## src/common/spbch_pkg.sv

```systemverilog
package spbch_pkg;
  localparam logic [7:0]  CMD_MGMT     = 8'hf4;
  localparam logic [7:0]  CMD_LOAD     = 8'hf6;
  localparam logic [7:0]  CMD_TEMP_REQ = 8'ha5;
  localparam logic [7:0]  CMD_TEMP_RSP = 8'ha6;
  localparam logic [7:0]  CMD_FAN_CTL  = 8'ha8;
  localparam logic [7:0]  CMD_FAN_REQ  = 8'ha9;
  localparam logic [7:0]  CMD_FAN_RSP  = 8'haa;
  localparam logic [15:0] LEN_MODE     = 16'h0004;
  localparam logic [15:0] LEN_PORT     = 16'h0005;
  localparam logic [15:0] LEN_QRY      = 16'h0003;
  localparam logic [7:0]  LEN_TEMP     = 8'h06;
  localparam logic [7:0]  LEN_FAN      = 8'h03;
  localparam logic [15:0] LEN_NAK      = 16'h0002;
  localparam logic [15:0] LEN_STAT     = 16'h0051;
  localparam logic [15:0] LOAD_MAX     = 16'h0401;
  localparam logic [23:0] SUB2_MODE    = 24'h50_4d53;
  localparam logic [23:0] SUB2_SET     = 24'h53_4543;
  localparam logic [23:0] SUB2_QRY     = 24'h45_4352;
  localparam logic [23:0] SUB2_RPT     = 24'h52_4543;
  localparam logic [7:0]  SUB_REQ      = 8'hd1;
  localparam logic [7:0]  SUB_START    = 8'hd2;
  localparam logic [7:0]  SUB_CHUNK    = 8'hd3;
  localparam logic [7:0]  SUB_DONE     = 8'hd4;
  localparam logic [7:0]  SUB_STATQ    = 8'hd8;
  localparam logic [7:0]  SUB_NAK      = 8'hd5;
  localparam logic [7:0]  SUB_STAT     = 8'hdc;
  localparam logic [7:0]  ERR_NONE     = 8'h00;
  localparam logic [7:0]  ERR_CKSUM    = 8'h01;
  localparam logic [7:0]  ERR_SEQ      = 8'h02;
  localparam logic [1:0]  MODE_ALL     = 2'h1;
  localparam logic [1:0]  MODE_UNUSED  = 2'h2;
  localparam logic [1:0]  MODE_NONE    = 2'h3;
  localparam logic [6:0]  RL_TEMP      = 7'h07;
  localparam logic [6:0]  RL_FAN       = 7'h04;
  localparam logic [6:0]  RL_RPT       = 7'h06;
  localparam logic [6:0]  RL_NAK       = 7'h04;
  localparam logic [6:0]  RL_STAT      = 7'h53;
  localparam logic [6:0]  STAT_HDR     = 7'h04;
  localparam logic [6:0]  INFO_DEPTH   = 7'h50;
  localparam logic [3:0]  REG_THERM    = 4'h0;
  localparam logic [3:0]  REG_CFG      = 4'h4;
  localparam logic [3:0]  REG_STAT     = 4'h8;
  localparam logic [3:0]  REG_INFO     = 4'hc;
  localparam logic [31:0] THERM_RST    = 32'h0000_0000;
  localparam logic [10:0] CFG_RST      = 11'h000;
  localparam int          CFG_FLT_LSB  = 8;
  localparam int          INFO_IDX_LSB = 8;
  localparam int          ST_MODE_LSB  = 0;
  localparam int          ST_FAN_BIT   = 2;
  localparam int          ST_P1_BIT    = 3;
  localparam int          ST_P2_BIT    = 4;
  localparam int          ST_PH_LSB    = 5;
  localparam logic [1:0]  RESP_OK      = 2'h0;
  localparam logic [1:0]  RESP_SLVERR  = 2'h2;
  localparam int          CLK_HZ       = 25_000_000;
  localparam int          CLK_NS       = 40;
  localparam int          RESP_TIME_S  = 1;
  localparam int          RESP_CYC     = CLK_HZ * RESP_TIME_S;
  localparam int          FAN_TICK_NS  = 2560;
  localparam logic [6:0]  FAN_TICK_CYC = 7'(FAN_TICK_NS / CLK_NS);
  localparam logic [15:0] FAN_NONE     = 16'hffff;
  typedef enum logic [2:0] {
    S_CMD, S_LENH, S_LENL, S_DATA, S_EXEC, S_FETCH, S_LOAD, S_SEND
  } spbch_st_t;
  typedef enum logic [2:0] {
    K_TEMP, K_FAN, K_RPT, K_NAK, K_STAT
  } spbch_rsp_t;
  typedef enum logic [1:0] {P_IDLE, P_REQ, P_RUN, P_DONE} spbch_dl_t;
endpackage

```

## src/logic/spbch_info_mem.sv

```systemverilog
`timescale 1ns/100ps
module spbch_info_mem
  import spbch_pkg::*;
(
  input  wire logic       aclk,
  input  wire logic       we,
  input  wire logic [6:0] waddr,
  input  wire logic [7:0] wdata,
  input  wire logic [6:0] raddr,
  output logic      [7:0] rdata
);
  // hash characters then part number
  logic [7:0] mem [INFO_DEPTH];

  always_ff @(posedge aclk) begin
    if (we) begin
      mem[waddr] <= wdata;
    end
    rdata <= mem[raddr];
  end
endmodule

```

## src/logic/spbch_fan_meter.sv

```systemverilog
`timescale 1ns/100ps
module spbch_fan_meter
  import spbch_pkg::*;
(
  input  wire logic        aclk,
  input  wire logic        aresetn,
  input  wire logic        fan_tach,
  output logic      [15:0] period
);
  typedef struct packed {
    logic [5:0]  div;
    logic [15:0] cnt;
    logic        tach_d;
    logic [15:0] period;
  } spbch_fan_t;

  spbch_fan_t s, n;
  logic       tick;

  assign tick = s.div == 6'(FAN_TICK_CYC - 7'h01);
  assign period = s.period;

  // period counted in 2.56 us ticks, saturating at no-rotation
  always_comb begin
    n = s;
    n.tach_d = fan_tach;
    n.div = tick ? 6'h00 : s.div + 6'h01;
    if (fan_tach && !s.tach_d) begin
      n.period = s.cnt;
      n.cnt = 16'h0000;
    end else if (tick && s.cnt != FAN_NONE) begin
      n.cnt = s.cnt + 16'h0001;
    end
    if (s.cnt == FAN_NONE) begin
      n.period = FAN_NONE;
    end
  end

  always_ff @(posedge aclk) begin
    if (!aresetn) begin
      s <= '{div: 6'h00, cnt: 16'h0000, tach_d: 1'b0, period: FAN_NONE};
    end else begin
      s <= n;
    end
  end
endmodule

```

## src/logic/spbch_top.sv

```systemverilog
// Chosen here: register access over AXI4-Lite and the register offsets.
`timescale 1ns/100ps
module spbch_top
  import spbch_pkg::*;
#(
  parameter int unsigned RESP_LIMIT_CYC = RESP_CYC
) (
  input  wire logic        aclk,
  input  wire logic        aresetn,
  input  wire logic [3:0]  awaddr,
  input  wire logic        awvalid,
  output logic             awready,
  input  wire logic [31:0] wdata,
  input  wire logic [3:0]  wstrb,
  input  wire logic        wvalid,
  output logic             wready,
  output logic      [1:0]  bresp,
  output logic             bvalid,
  input  wire logic        bready,
  input  wire logic [3:0]  araddr,
  input  wire logic        arvalid,
  output logic             arready,
  output logic      [31:0] rdata,
  output logic      [1:0]  rresp,
  output logic             rvalid,
  input  wire logic        rready,
  input  wire logic [7:0]  rx_data,
  input  wire logic        rx_valid,
  input  wire logic        rx_last,
  input  wire logic        rx_bad,
  output logic             rx_ready,
  output logic      [7:0]  tx_data,
  output logic             tx_valid,
  output logic             tx_last,
  input  wire logic        tx_ready,
  output logic      [7:0]  img_data,
  output logic             img_valid,
  input  wire logic        img_ready,
  input  wire logic [7:0]  temp_in,
  input  wire logic        fan_tach,
  output logic      [1:0]  outlet_mode,
  output logic             fan_on,
  output logic             port_up_en,
  output logic             port_dn1_en,
  output logic             port_dn2_en
);
  typedef struct packed {
    spbch_st_t  st;
    logic [7:0]  cmd;
    logic [15:0] len;
    logic [15:0] cnt;
    logic [7:0]  sub;
    logic [23:0] cmd2;
    logic [7:0]  b3;
    logic [7:0]  b4;
    logic        fwd;
    logic        bad;
    logic        img_v;
    logic [7:0]  img_d;
    spbch_rsp_t  rk;
    logic [6:0]  ridx;
    logic [6:0]  rlast;
    logic [7:0]  tx_d;
    logic        tx_l;
    logic [7:0]  code;
    logic [1:0]  mode;
    logic        fan;
    logic        p1;
    logic        p2;
    spbch_dl_t   ph;
    logic        fin;
    logic [31:0] therm;
    logic [10:0] cfg;
    logic        aw_got;
    logic [3:0]  aw_a;
    logic        w_got;
    logic [31:0] w_d;
    logic [3:0]  w_s;
    logic        bv;
    logic [1:0]  br;
    logic        rv;
    logic [31:0] rd;
    logic [1:0]  rr;
    logic [31:0] wait_cnt;
  } spbch_state_t;

  spbch_state_t s, n;
  logic        rx_fire;
  logic        opc;
  logic        mem_we;
  logic [6:0]  mem_raddr;
  logic [7:0]  mem_rdata;
  logic [15:0] fan_period;
  logic [63:0] hv;
  logic [63:0] shv;
  logic [7:0]  rbyte;
  logic        rsp_go;
  spbch_rsp_t  rsp_k;
  logic        len_ok;
  logic [31:0] stat_word;
  logic [7:0]  flt;

  spbch_info_mem u_mem (
    .aclk  (aclk),
    .we    (mem_we),
    .waddr (s.w_d[INFO_IDX_LSB +: 7]),
    .wdata (s.w_d[7:0]),
    .raddr (mem_raddr),
    .rdata (mem_rdata)
  );

  spbch_fan_meter u_fan (
    .aclk     (aclk),
    .aresetn  (aresetn),
    .fan_tach (fan_tach),
    .period   (fan_period)
  );

  assign opc = s.st == S_DATA && s.fwd && s.cnt != 16'h0000;
  assign rx_ready = (s.st == S_CMD || s.st == S_LENH || s.st == S_LENL ||
                     s.st == S_DATA) && (!opc || !s.img_v || img_ready);
  assign rx_fire = rx_valid && rx_ready;
  assign awready = !s.aw_got && !s.bv;
  assign wready = !s.w_got && !s.bv;
  assign arready = !s.rv;
  assign bvalid = s.bv;
  assign bresp = s.br;
  assign rvalid = s.rv;
  assign rdata = s.rd;
  assign rresp = s.rr;
  assign tx_valid = s.st == S_SEND;
  assign tx_data = s.tx_d;
  assign tx_last = s.tx_l;
  assign img_valid = s.img_v;
  assign img_data = s.img_d;
  assign outlet_mode = s.mode;
  assign fan_on = s.fan;
  assign port_up_en = 1'b1;
  assign port_dn1_en = s.p1;
  assign port_dn2_en = s.p2;
  assign mem_we = s.aw_got && s.w_got && s.aw_a == REG_INFO &&
                  s.w_s[0] && s.w_s[1] &&
                  s.w_d[INFO_IDX_LSB +: 7] < INFO_DEPTH;
  assign mem_raddr = s.ridx - STAT_HDR;
  assign len_ok = s.len != 16'h0000 && s.len <= LOAD_MAX;
  assign flt = {5'h00, s.cfg[CFG_FLT_LSB +: 3]};

  always_comb begin
    stat_word = 32'h0000_0000;
    stat_word[ST_MODE_LSB +: 2] = s.mode;
    stat_word[ST_FAN_BIT] = s.fan;
    stat_word[ST_P1_BIT] = s.p1;
    stat_word[ST_P2_BIT] = s.p2;
    stat_word[ST_PH_LSB +: 2] = s.ph;
  end

  // response bytes, the first eight packed high to low; status reply bytes from STAT_HDR on come from the info memory
  always_comb begin
    case (s.rk)
      K_TEMP: hv = {CMD_TEMP_RSP, LEN_TEMP, s.therm[7:0], s.therm[15:8],
                    s.therm[23:16], s.therm[31:24], s.cfg[7:0],
                    temp_in};
      K_FAN: hv = {CMD_FAN_RSP, LEN_FAN, 7'h00, s.fan, fan_period,
                   24'h00_0000};
      K_RPT: hv = {CMD_MGMT, LEN_PORT[7:0], SUB2_RPT, 7'h00, s.p1,
                   7'h00, s.p2, 8'h00};
      K_NAK: hv = {CMD_LOAD, LEN_NAK, SUB_NAK, s.code,
                   24'h00_0000};
      K_STAT: hv = {CMD_LOAD, LEN_STAT, SUB_STAT,
                    32'h0000_0000};
      default: hv = 64'h0000_0000_0000_0000;
    endcase
    shv = hv << {s.ridx[2:0], 3'b000};
    if (s.rk == K_STAT && s.ridx >= STAT_HDR) begin
      rbyte = mem_rdata;
    end else begin
      rbyte = shv[63:56];
    end
  end

  always_comb begin
    n = s;
    rsp_go = 1'b0;
    rsp_k = K_NAK;
    if (s.img_v && img_ready) begin
      n.img_v = 1'b0;
    end
    case (s.st)
      S_CMD: if (rx_fire) begin
        n.cmd = rx_data;
        n.len = 16'h0000;
        n.cnt = 16'h0000;
        n.cmd2 = 24'h00_0000;
        n.fwd = 1'b0;
        n.st = rx_data == CMD_LOAD ? S_LENH : S_LENL;
      end
      S_LENH: if (rx_fire) begin
        n.len[15:8] = rx_data;
        n.st = S_LENL;
      end
      S_LENL: if (rx_fire) begin
        n.len[7:0] = rx_data;
        n.st = S_DATA;
      end
      S_DATA: if (rx_fire) begin
        if (s.cnt == 16'h0000) begin
          n.sub = rx_data;
          n.fwd = s.cmd == CMD_LOAD && rx_data == SUB_CHUNK &&
                  s.ph == P_RUN && !s.fin;
        end
        if (s.cnt < 16'h0003) begin
          n.cmd2 = {s.cmd2[15:0], rx_data};
        end
        if (s.cnt == 16'h0003) begin
          n.b3 = rx_data;
        end
        if (s.cnt == 16'h0004) begin
          n.b4 = rx_data;
        end
        if (opc) begin
          n.img_v = 1'b1;
          n.img_d = rx_data;
        end
        n.cnt = s.cnt + 16'h0001;
      end
      S_EXEC: begin
        n.st = S_CMD;
        case (s.cmd)
          CMD_MGMT: begin
            if (s.len == LEN_MODE && s.cmd2 == SUB2_MODE) begin
              if (s.b3 >= 8'h01 && s.b3 <= 8'h03) begin
                n.mode = s.b3[1:0];
              end
            end else if (s.len == LEN_PORT && s.cmd2 == SUB2_SET) begin
              n.p1 = s.b3[0];
              n.p2 = s.b4[0];
            end else if (s.len == LEN_QRY && s.cmd2 == SUB2_QRY) begin
              rsp_go = 1'b1;
              rsp_k = K_RPT;
            end
          end
          CMD_TEMP_REQ: begin
            rsp_go = 1'b1;
            rsp_k = K_TEMP;
          end
          CMD_FAN_CTL: n.fan = !s.fan;
          CMD_FAN_REQ: begin
            rsp_go = 1'b1;
            rsp_k = K_FAN;
          end
          CMD_LOAD: begin
            rsp_go = 1'b1;
            n.code = ERR_SEQ;
            if (s.bad) begin
              n.code = ERR_CKSUM;
            end else if (len_ok) begin
              case (s.sub)
                SUB_REQ: begin
                  n.ph = P_REQ;
                  n.fin = 1'b0;
                  n.code = ERR_NONE;
                end
                SUB_START: if (s.ph == P_REQ) begin
                  n.ph = P_RUN;
                  n.code = ERR_NONE;
                end
                SUB_CHUNK: if (s.ph == P_RUN && !s.fin) begin
                  n.fin = s.len != LOAD_MAX;
                  n.code = ERR_NONE;
                end
                SUB_DONE: if (s.ph == P_RUN) begin
                  n.code = flt;
                  if (flt == ERR_NONE) begin
                    n.ph = P_DONE;
                  end
                end
                SUB_STATQ: begin
                  rsp_k = K_STAT;
                  n.code = ERR_NONE;
                end
                default: n.code = ERR_SEQ;
              endcase
            end
          end
          default: n.st = S_CMD;
        endcase
        if (rsp_go) begin
          n.st = S_FETCH;
          n.rk = rsp_k;
          n.ridx = 7'h00;
          case (rsp_k)
            K_TEMP: n.rlast = RL_TEMP;
            K_FAN: n.rlast = RL_FAN;
            K_RPT: n.rlast = RL_RPT;
            K_STAT: n.rlast = RL_STAT;
            default: n.rlast = RL_NAK;
          endcase
        end
      end
      S_FETCH: n.st = S_LOAD;
      S_LOAD: begin
        n.tx_d = rbyte;
        n.tx_l = s.ridx == s.rlast;
        n.st = S_SEND;
      end
      S_SEND: if (tx_ready) begin
        n.ridx = s.ridx + 7'h01;
        n.st = s.tx_l ? S_CMD : S_FETCH;
      end
      default: n.st = S_CMD;
    endcase
    if (rx_fire && rx_last) begin
      n.st = S_EXEC;
      n.bad = rx_bad;
    end
    if (s.st == S_EXEC || s.st == S_FETCH || s.st == S_LOAD ||
        s.st == S_SEND) begin
      n.wait_cnt = s.wait_cnt + 32'h0000_0001;
    end else begin
      n.wait_cnt = 32'h0000_0000;
    end
    // register slave: write needs both channels, then one response
    if (awvalid && awready) begin
      n.aw_got = 1'b1;
      n.aw_a = awaddr;
    end
    if (wvalid && wready) begin
      n.w_got = 1'b1;
      n.w_d = wdata;
      n.w_s = wstrb;
    end
    if (s.bv && bready) begin
      n.bv = 1'b0;
    end
    if (s.aw_got && s.w_got) begin
      n.aw_got = 1'b0;
      n.w_got = 1'b0;
      n.bv = 1'b1;
      n.br = RESP_OK;
      case (s.aw_a)
        REG_THERM: for (int i = 0; i < 4; i++) begin
          if (s.w_s[i]) begin
            n.therm[8*i +: 8] = s.w_d[8*i +: 8];
          end
        end
        REG_CFG: begin
          if (s.w_s[0]) begin
            n.cfg[7:0] = s.w_d[7:0];
          end
          if (s.w_s[1]) begin
            n.cfg[10:8] = s.w_d[10:8];
          end
        end
        REG_INFO: n.br = RESP_OK;
        default: n.br = RESP_SLVERR;
      endcase
    end
    if (s.rv && rready) begin
      n.rv = 1'b0;
    end
    if (arvalid && arready) begin
      n.rv = 1'b1;
      n.rr = RESP_OK;
      case (araddr)
        REG_THERM: n.rd = s.therm;
        REG_CFG: n.rd = {21'h00_0000, s.cfg};
        REG_STAT: n.rd = stat_word;
        default: begin
          n.rd = 32'h0000_0000;
          n.rr = RESP_SLVERR;
        end
      endcase
    end
  end

  always_ff @(posedge aclk) begin
    if (!aresetn) begin
      s <= '0;
      s.st <= S_CMD;
      s.rk <= K_NAK;
      s.ph <= P_IDLE;
      s.mode <= MODE_ALL;
      s.therm <= THERM_RST;
      s.cfg <= CFG_RST;
    end else begin
      s <= n;
    end
  end

  a_mode_apply: assert property (@(posedge aclk) disable iff (!aresetn)
    s.st == S_EXEC && s.cmd == CMD_MGMT && s.len == LEN_MODE &&
    s.cmd2 == SUB2_MODE && s.b3 == 8'h03 |=> outlet_mode == MODE_NONE)
    else $error("power mode 3 not applied");
  a_mode_skip: assert property (@(posedge aclk) disable iff (!aresetn)
    s.st == S_EXEC && s.cmd == CMD_MGMT && s.cmd2 == SUB2_MODE &&
    (s.b3 == 8'h00 || s.b3 > 8'h03) |=> $stable(outlet_mode))
    else $error("bad power mode changed outlets");
  a_fan_flip: assert property (@(posedge aclk) disable iff (!aresetn)
    s.st == S_EXEC && s.cmd == CMD_FAN_CTL |=> fan_on != $past(fan_on))
    else $error("fan did not toggle");
  a_temp_head: assert property (@(posedge aclk) disable iff (!aresetn)
    s.st == S_EXEC && s.cmd == CMD_TEMP_REQ |->
    ##3 tx_valid && tx_data == CMD_TEMP_RSP)
    else $error("temperature reply missing");
  a_port_set: assert property (@(posedge aclk) disable iff (!aresetn)
    s.st == S_EXEC && s.cmd == CMD_MGMT && s.len == LEN_PORT &&
    s.cmd2 == SUB2_SET |=> port_dn2_en == $past(s.b4[0]))
    else $error("port setting not applied");
  a_nak_code: assert property (@(posedge aclk) disable iff (!aresetn)
    tx_valid && tx_ready && s.rk == K_NAK && s.ridx == 7'h03 |->
    tx_data == SUB_NAK ##1 !tx_valid [*2] ##1 tx_valid && tx_last)
    else $error("download answer malformed");
  a_stat_len: assert property (@(posedge aclk) disable iff (!aresetn)
    tx_valid && s.rk == K_STAT && s.ridx == 7'h02 |->
    tx_data == LEN_STAT[7:0])
    else $error("status length wrong");
  a_resp_due: assert property (@(posedge aclk) disable iff (!aresetn)
    s.wait_cnt < RESP_LIMIT_CYC)
    else $error("reply later than one second");
endmodule

```

## config.mk

```make
export PLATFORM = sky130hd
export DESIGN_NAME = spbch_top
export DESIGN_NICKNAME = d
export VERILOG_FILES = /design/src/common/spbch_pkg.sv /design/src/logic/spbch_info_mem.sv /design/src/logic/spbch_fan_meter.sv /design/src/logic/spbch_top.sv
export SDC_FILE = /design/constraint.sdc
export NUM_CORES = 1
export LEC_CHECK = 0
export BUFFER_PORTS_ARGS = -buffer_cell sky130_fd_sc_hd__buf_2
export CAP_MARGIN = 20
export CELL_PAD_IN_SITES_DETAIL_PLACEMENT = 1
export CELL_PAD_IN_SITES_GLOBAL_PLACEMENT = 1
export CORE_MARGIN = 1
export CORE_UTILIZATION = 56
export DETAILED_ROUTE_END_ITERATION = 10
export PLACE_DENSITY = 0.84
export RECOVER_POWER = 100
export SYNTH_ARGS = -nofsm -noshare
export SYNTH_HDL_FRONTEND = slang
export SYNTH_HIERARCHICAL = 1
export SYNTH_SLANG_ARGS = --single-unit
```

## constraint.sdc

```tcl
create_clock -name aclk -period 7 [get_ports aclk]
set_clock_uncertainty 0.1 [all_clocks]
set_input_delay 1.4 -clock aclk [delete_from_list [all_inputs] [get_ports aclk]]
set_output_delay 1.4 -clock aclk [all_outputs]
set_load 0.01 [all_outputs]
```

# After elaboration in Yosys (flattened, before gate mapping)

Memories as Yosys holds them, arrays and structs flattened. A register that Yosys moved wholly into a read port is not among the register bits.
Index checks and enable logic that the tools add are counted.

Register bits: 306
Bits in writable memories: 640
Input bits: 73
Output and inout bits: 67
Word-level logic and storage cells: 287
Memories kept: 1

Add/subtract/negate cells: 5
Magnitude comparators: 6
Eq/ne operators: 60
Shift operators: 1
Muxes and demuxes: 67
Bitwise operators: 3
Reductions and logical operators: 98

Memories:

| name      | words | width | rd ports | clocked after Yosys merged registers in | wr ports | RTL line             | source |
|---|---|---|---|---|---|---|---|
| u_mem.mem | 80    | 8     | 1        | 1                                       | 1        | spbch_info_mem.sv:13 | `logic [7:0] mem [INFO_DEPTH];` |

Operators by type and width:

| operator                | count |
|---|---|
| $pmux W64 S5            | 1 |
| $eq A8 B8 Y1 const B    | 12 |
| $pmux W32 S3            | 1 |
| $eq A24 B23 Y1 const B  | 3 |
| $mux W65                | 1 |
| $shl A64 B6 Y64         | 1 |
| $mux W8                 | 7 |
| $eq A16 B3 Y1 const B   | 3 |
| $mux W24                | 2 |
| $pmux W24 S2            | 1 |
| $mux W43                | 1 |
| $mux W3                 | 14 |
| $reduce_and A3 Y1       | 14 |
| $mux W35                | 1 |
| $add A16 B1 Y16 const B | 2 |
| $eq A16 B2 Y1 const B   | 2 |
| $pmux W16 S2            | 1 |
| $pmux W8 S2             | 2 |
| $pmux W8 S4             | 1 |
| $reduce_bool A16 Y1     | 2 |
| $logic_and A1 B1 Y1     | 30 |
| $mux W9                 | 3 |
| $pmux W3 S7             | 1 |
| $pmux W7 S3             | 1 |
| 51 further kinds        | 133 |

# Depth between registers and ports, before layout

Depth after elaboration: 11
Depth in mapped cells: 10
Mapped depth without buffers: 8

# Cells and area by module

Netlist, hierarchy kept.

By module, submodules not included:

| module          | instances | cells an instance | area an instance (um^2) | sequential area each (um^2) |
|---|---|---|---|---|
| spbch_info_mem  | 1         | 1114              | 24913.9                 | 19378.6 |
| spbch_top       | 1         | 1436              | 11818.8                 | 5004.8 |
| spbch_fan_meter | 1         | 209               | 1806.7                  | 780.7 |

# Worst setup path before layout

Ideal clock, no wire load.

Path type: input-to-output
Start: input port img_ready
End: output port rx_ready
Arrival: 2144 ps
Required time: 5500 ps
Path slack: 3356 ps
Stages: 3
Buffers on the path: 0
Path through: nand2b_1 > nor3_1 > a21oi_1

Longest elaborated chain between the ends: 2

RTL lines:

| item                | RTL line         | source |
|---|---|---|
| from (decl)         | spbch_top.sv:38  | `input wire logic img_ready,` |
| $logic_or A1 B1 Y1  | spbch_top.sv:121 | `s.st == S_DATA) && (!opc \|\| !s.img_v \|\| img_ready);` |
| $logic_and A1 B1 Y1 | spbch_top.sv:121 |  |
| to (decl)           | spbch_top.sv:31  | `output logic rx_ready,` |

Every way passes these cells.

==> implementation parameters <==
Parameter                              Value

Global route
  Number of global-route vias before repair ... 25500
  Pin count of the biggest net entering global routing ... 110
  Initial antenna violation count ... 4
  Aggregate global routing overflow ... 0
  First-pass GRT wire length ... 165000 µm
  Total track usage ... 0.318

Setup path
  Worst Path Class, Setup ... input port to flip-flop
  Required @ worst endpoint ... 7510 ps
  Startpoint type of the worst setup path ... input port
  Reg2reg path depth ... 9
  Largest delay contributor family on the critical path ... buffers and inverters
  Endpoint arrival time on the critical path ... 5840 ps
  Critical-path cell list ... buf_2, buf_4, clkinvlp_2, clkbuf_1, nor3_1, nand3_1, o21ai_0
  Crit path capture type ... flip-flop
  Critical Path Slowest Stage Cell ... clkinvlp_2
  Worst path depth ... 7
  Crit Path Max Fanout ... 79
  Stage delay of the slowest cell on the critical path ... 1730 ps
  Number of buffer and inverter stages on the critical path ... 4

Outcome
  Violations in the final reports ... capacitance limit, slew limit
  Run status ... finished, violations left

Die
  Count of boundary I/O pins ... 140
  Placement Rows ... 95
  Starting utilization of the core area ... 0.570
  Height of the die ... 264 µm
  Placeable core region ... 67600 µm²
  Die outline area ... 69900 µm²
  Die extent in x ... 264 µm

Min path
  Number of instances on the worst hold path ... 2
  Path category of the worst min-delay check ... flip-flop to flip-flop

Route
  Drt initial violations ... 2779
  Routed vias ... 24700
  Drt pass-1 iters ... 5
  Amount of wire on met3 after detailed routing ... 7810 µm
  Total met2 wirelength after detailed routing ... 55800 µm
  Avg WL per Cell ... 29.5 µm
  Antenna Violating Nets Remaining ... 0
  DRC violation count after routing ... 0
  Per-cell via count in the routed design ... 6.61
  Routed WL ... 111000 µm
  Max Used Layer ... met5
  Detailed-routing wirelength on met1 ... 42000 µm

Clock tree
  Setup Fix Bufs, Post-CTS ... 0
  Clock latency on the worst-skew pair ... 680 ps
  Cell chosen for the clock root ... clkbuf_16
  Clock Path Buffers ... 3
  Quantity of gates resized following cts ... 0
  Clock tree from TritonCTS ... yes
  Clock sink total ... 937
  H-tree depth ... 3
  Number of buffers created by CTS ... 94
  Clock Pin Slew Worst Setup and Hold Paths ... 60 ps
  CTS Hold Bufs ... 0

Logic synthesis
  Synthesized cell area ... 38500 µm²
  Synth async-reset ratio ... 0
  Sequential area share after synthesis ... 0.653
  Synth warn ... 6
  Count of flip-flops with a built-in enable after synthesis ... 640
  Synthesized instance count ... 2759
  Synthesized area divided by synthesized cell count ... 14.0 µm²
  Synthesis-stage register bit count ... 937
  Post-synth cell types ... 89
  Most instantiated flip-flop cell in the synthesis netlist ... edfxtp_1

Placement
  Half-perimeter wire length after detailed placement ... 68000 µm
  Routability congestion estimate from global placement ... 0.902
  Number of I/O port buffers ... 136

Timing
  Post-route setup TNS ... 0 ps
  Final setup violation count ... 0
  FMAX ... 188 MHz
  Worst Max-Slew Pin Slew ... 4250 ps
  Min cycle time layout ... 5330 ps
  Final-layout worst hold slack ... 359 ps
  RSZ-0062 raised after global routing ... no
  Final Hold Violating Endpoints ... 0
  Post-route fraction of the period consumed by the critical path ... 0.761
  Pins Over Slew Limit ... 885
  Worst relative slew slack ... -1.83

Power
  P_leak ... 14.4 nW
  PwrDens ... 272 nW/µm²
  Worst voltage drop across the vdd grid ... 0.248 mV

Final layout
  Fill cell count ... 6303
  Area grow syn2layout ... 9.93%
  Most common cell after layout, fill and taps aside ... edfxtp_1
  Net count reported at finish ... 2872
  Fraction of layout instances using a drive strength above 1 ... 0.150
  Commonest cells after routing, fill and taps aside ... edfxtp_1, dfxtp_1, nand2_1

Run
  Reported max-cap violation count ... 14
## area by class of cell
cell class	instances	area, µm²	area share
tap	873	1090	0.0258
inverter	17	72.6	0.00171
antenna	3	7.51	0.000177
timing repair buffer	172	845	0.0199
multi-input combinational	1568	12000	0.284
clock inverter	55	634	0.0150
clock buffer	117	2530	0.0597
sequential	937	25200	0.594
## stage by stage
| stage | worst slack, ps | cell area (µm²) | std cells | utilization | total power, mW |
|---|---|---|---|---|---|
| after floorplan | 3360 | 38500 | 2760 | - | 6.31 |
| after global placement | 2740 | 39300 | 3559 | 0.582 | 6.42 |
| after detailed placement | 2740 | 39400 | 3561 | 0.582 | 6.44 |
| after CTS | 2740 | 42500 | 3733 | 0.629 | 11.6 |
| after global routing | 1300 | 42400 | 3740 | 0.626 | 11.8 |
| final | 1670 | 42400 | 3742 | 0.626 | 11.5 |
## report_power, final
part	switching, mW	internal (mW)
Sequential	0.0487	5.97
Combinational	0.254	0.0711
Clock	2.21	2.96
## layer usage
layer / vias up / track usage
li1: 10500 / -
met1: 12700 / 0.409
met2: 1203 / 0.537
met3: 325 / 0.0505
met4: 2 / 0.137
met5: - / 0
## synth_stat cells, types with 50 or more instances
library cell	instances	area, µm²
mux2i_1	121	1210
dfxtp_1	297	5950
mux4_2	170	3830
nand2_1	269	1010
nand3_1	62	310
edfxtp_1	640	19200
buf_4	75	563
a21oi_1	126	631
nor2_1	265	995
clkbuf_1	99	372
nand4_1	50	313
a22oi_1	91	683
## logic make-up (layout without fill, tap and decap cells)
| kind of cell | count (synthesis) | in the layout | share of synthesized area |
|---|---|---|---|
| AO/OA/AOI/OAI | 382 | 382 | 0.0649 |
| adder cells (fa/ha/maj) | 9 | 9 | 0.00292 |
| buffers and inverters | 255 | 361 | 0.0350 |
| flip-flops | 937 | 937 | 0.653 |
| multiplexers | 295 | 295 | 0.133 |
| XOR/XNOR | 20 | 20 | 0.00455 |
| other | 2 | 6 | 0.000195 |
| AND/OR/NAND/NOR | 859 | 859 | 0.107 |
## worst paths after layout
| kind | slack [ps] | endpoint | startpoint |
|---|---|---|---|
| max reg2reg | 2190 | tx_data[7]$_SDFFE_PN0P_ | s[187]$_SDFFE_PN0P_ |
| min reg2reg | 360 | s[253]$_SDFFE_PN0P_ | s[253]$_SDFFE_PN0P_ |
| max | 1670 | s[155]$_SDFFE_PN0P_ | aresetn |
| min | 360 | s[253]$_SDFFE_PN0P_ | s[253]$_SDFFE_PN0P_ |
## worst reg2reg max path, cell delays in order (launching register included)
cell and delay [ps]:
dfxtp_1 1590, buf_12 670, clkinv_1 570, ha_1 370
a211oi_1 200, a21oi_1 90, clkbuf_1 350, a311oi_1 470
a21oi_1 140, a21oi_1 190
## state kept, by name (all words and copies together), names as in the netlist
| name | cells |
|---|---|
| u_mem/rdata | 8 |
| flt | 3 |
| bvalid | 1 |
| fan_on | 1 |
| rvalid | 1 |
| u_fan/s | 23 |
| s | 188 |
| img_data | 8 |
| tx_last | 1 |
| u_fan/period | 16 |
| tx_data | 8 |
| port_dn1_en | 1 |
| outlet_mode | 2 |
| img_valid | 1 |
| rresp | 1 |
| rdata | 32 |
| u_mem/mem | 640 |
| bresp | 1 |
| port_dn2_en | 1 |
No activity file was read; power rests on OpenSTA's default activity.
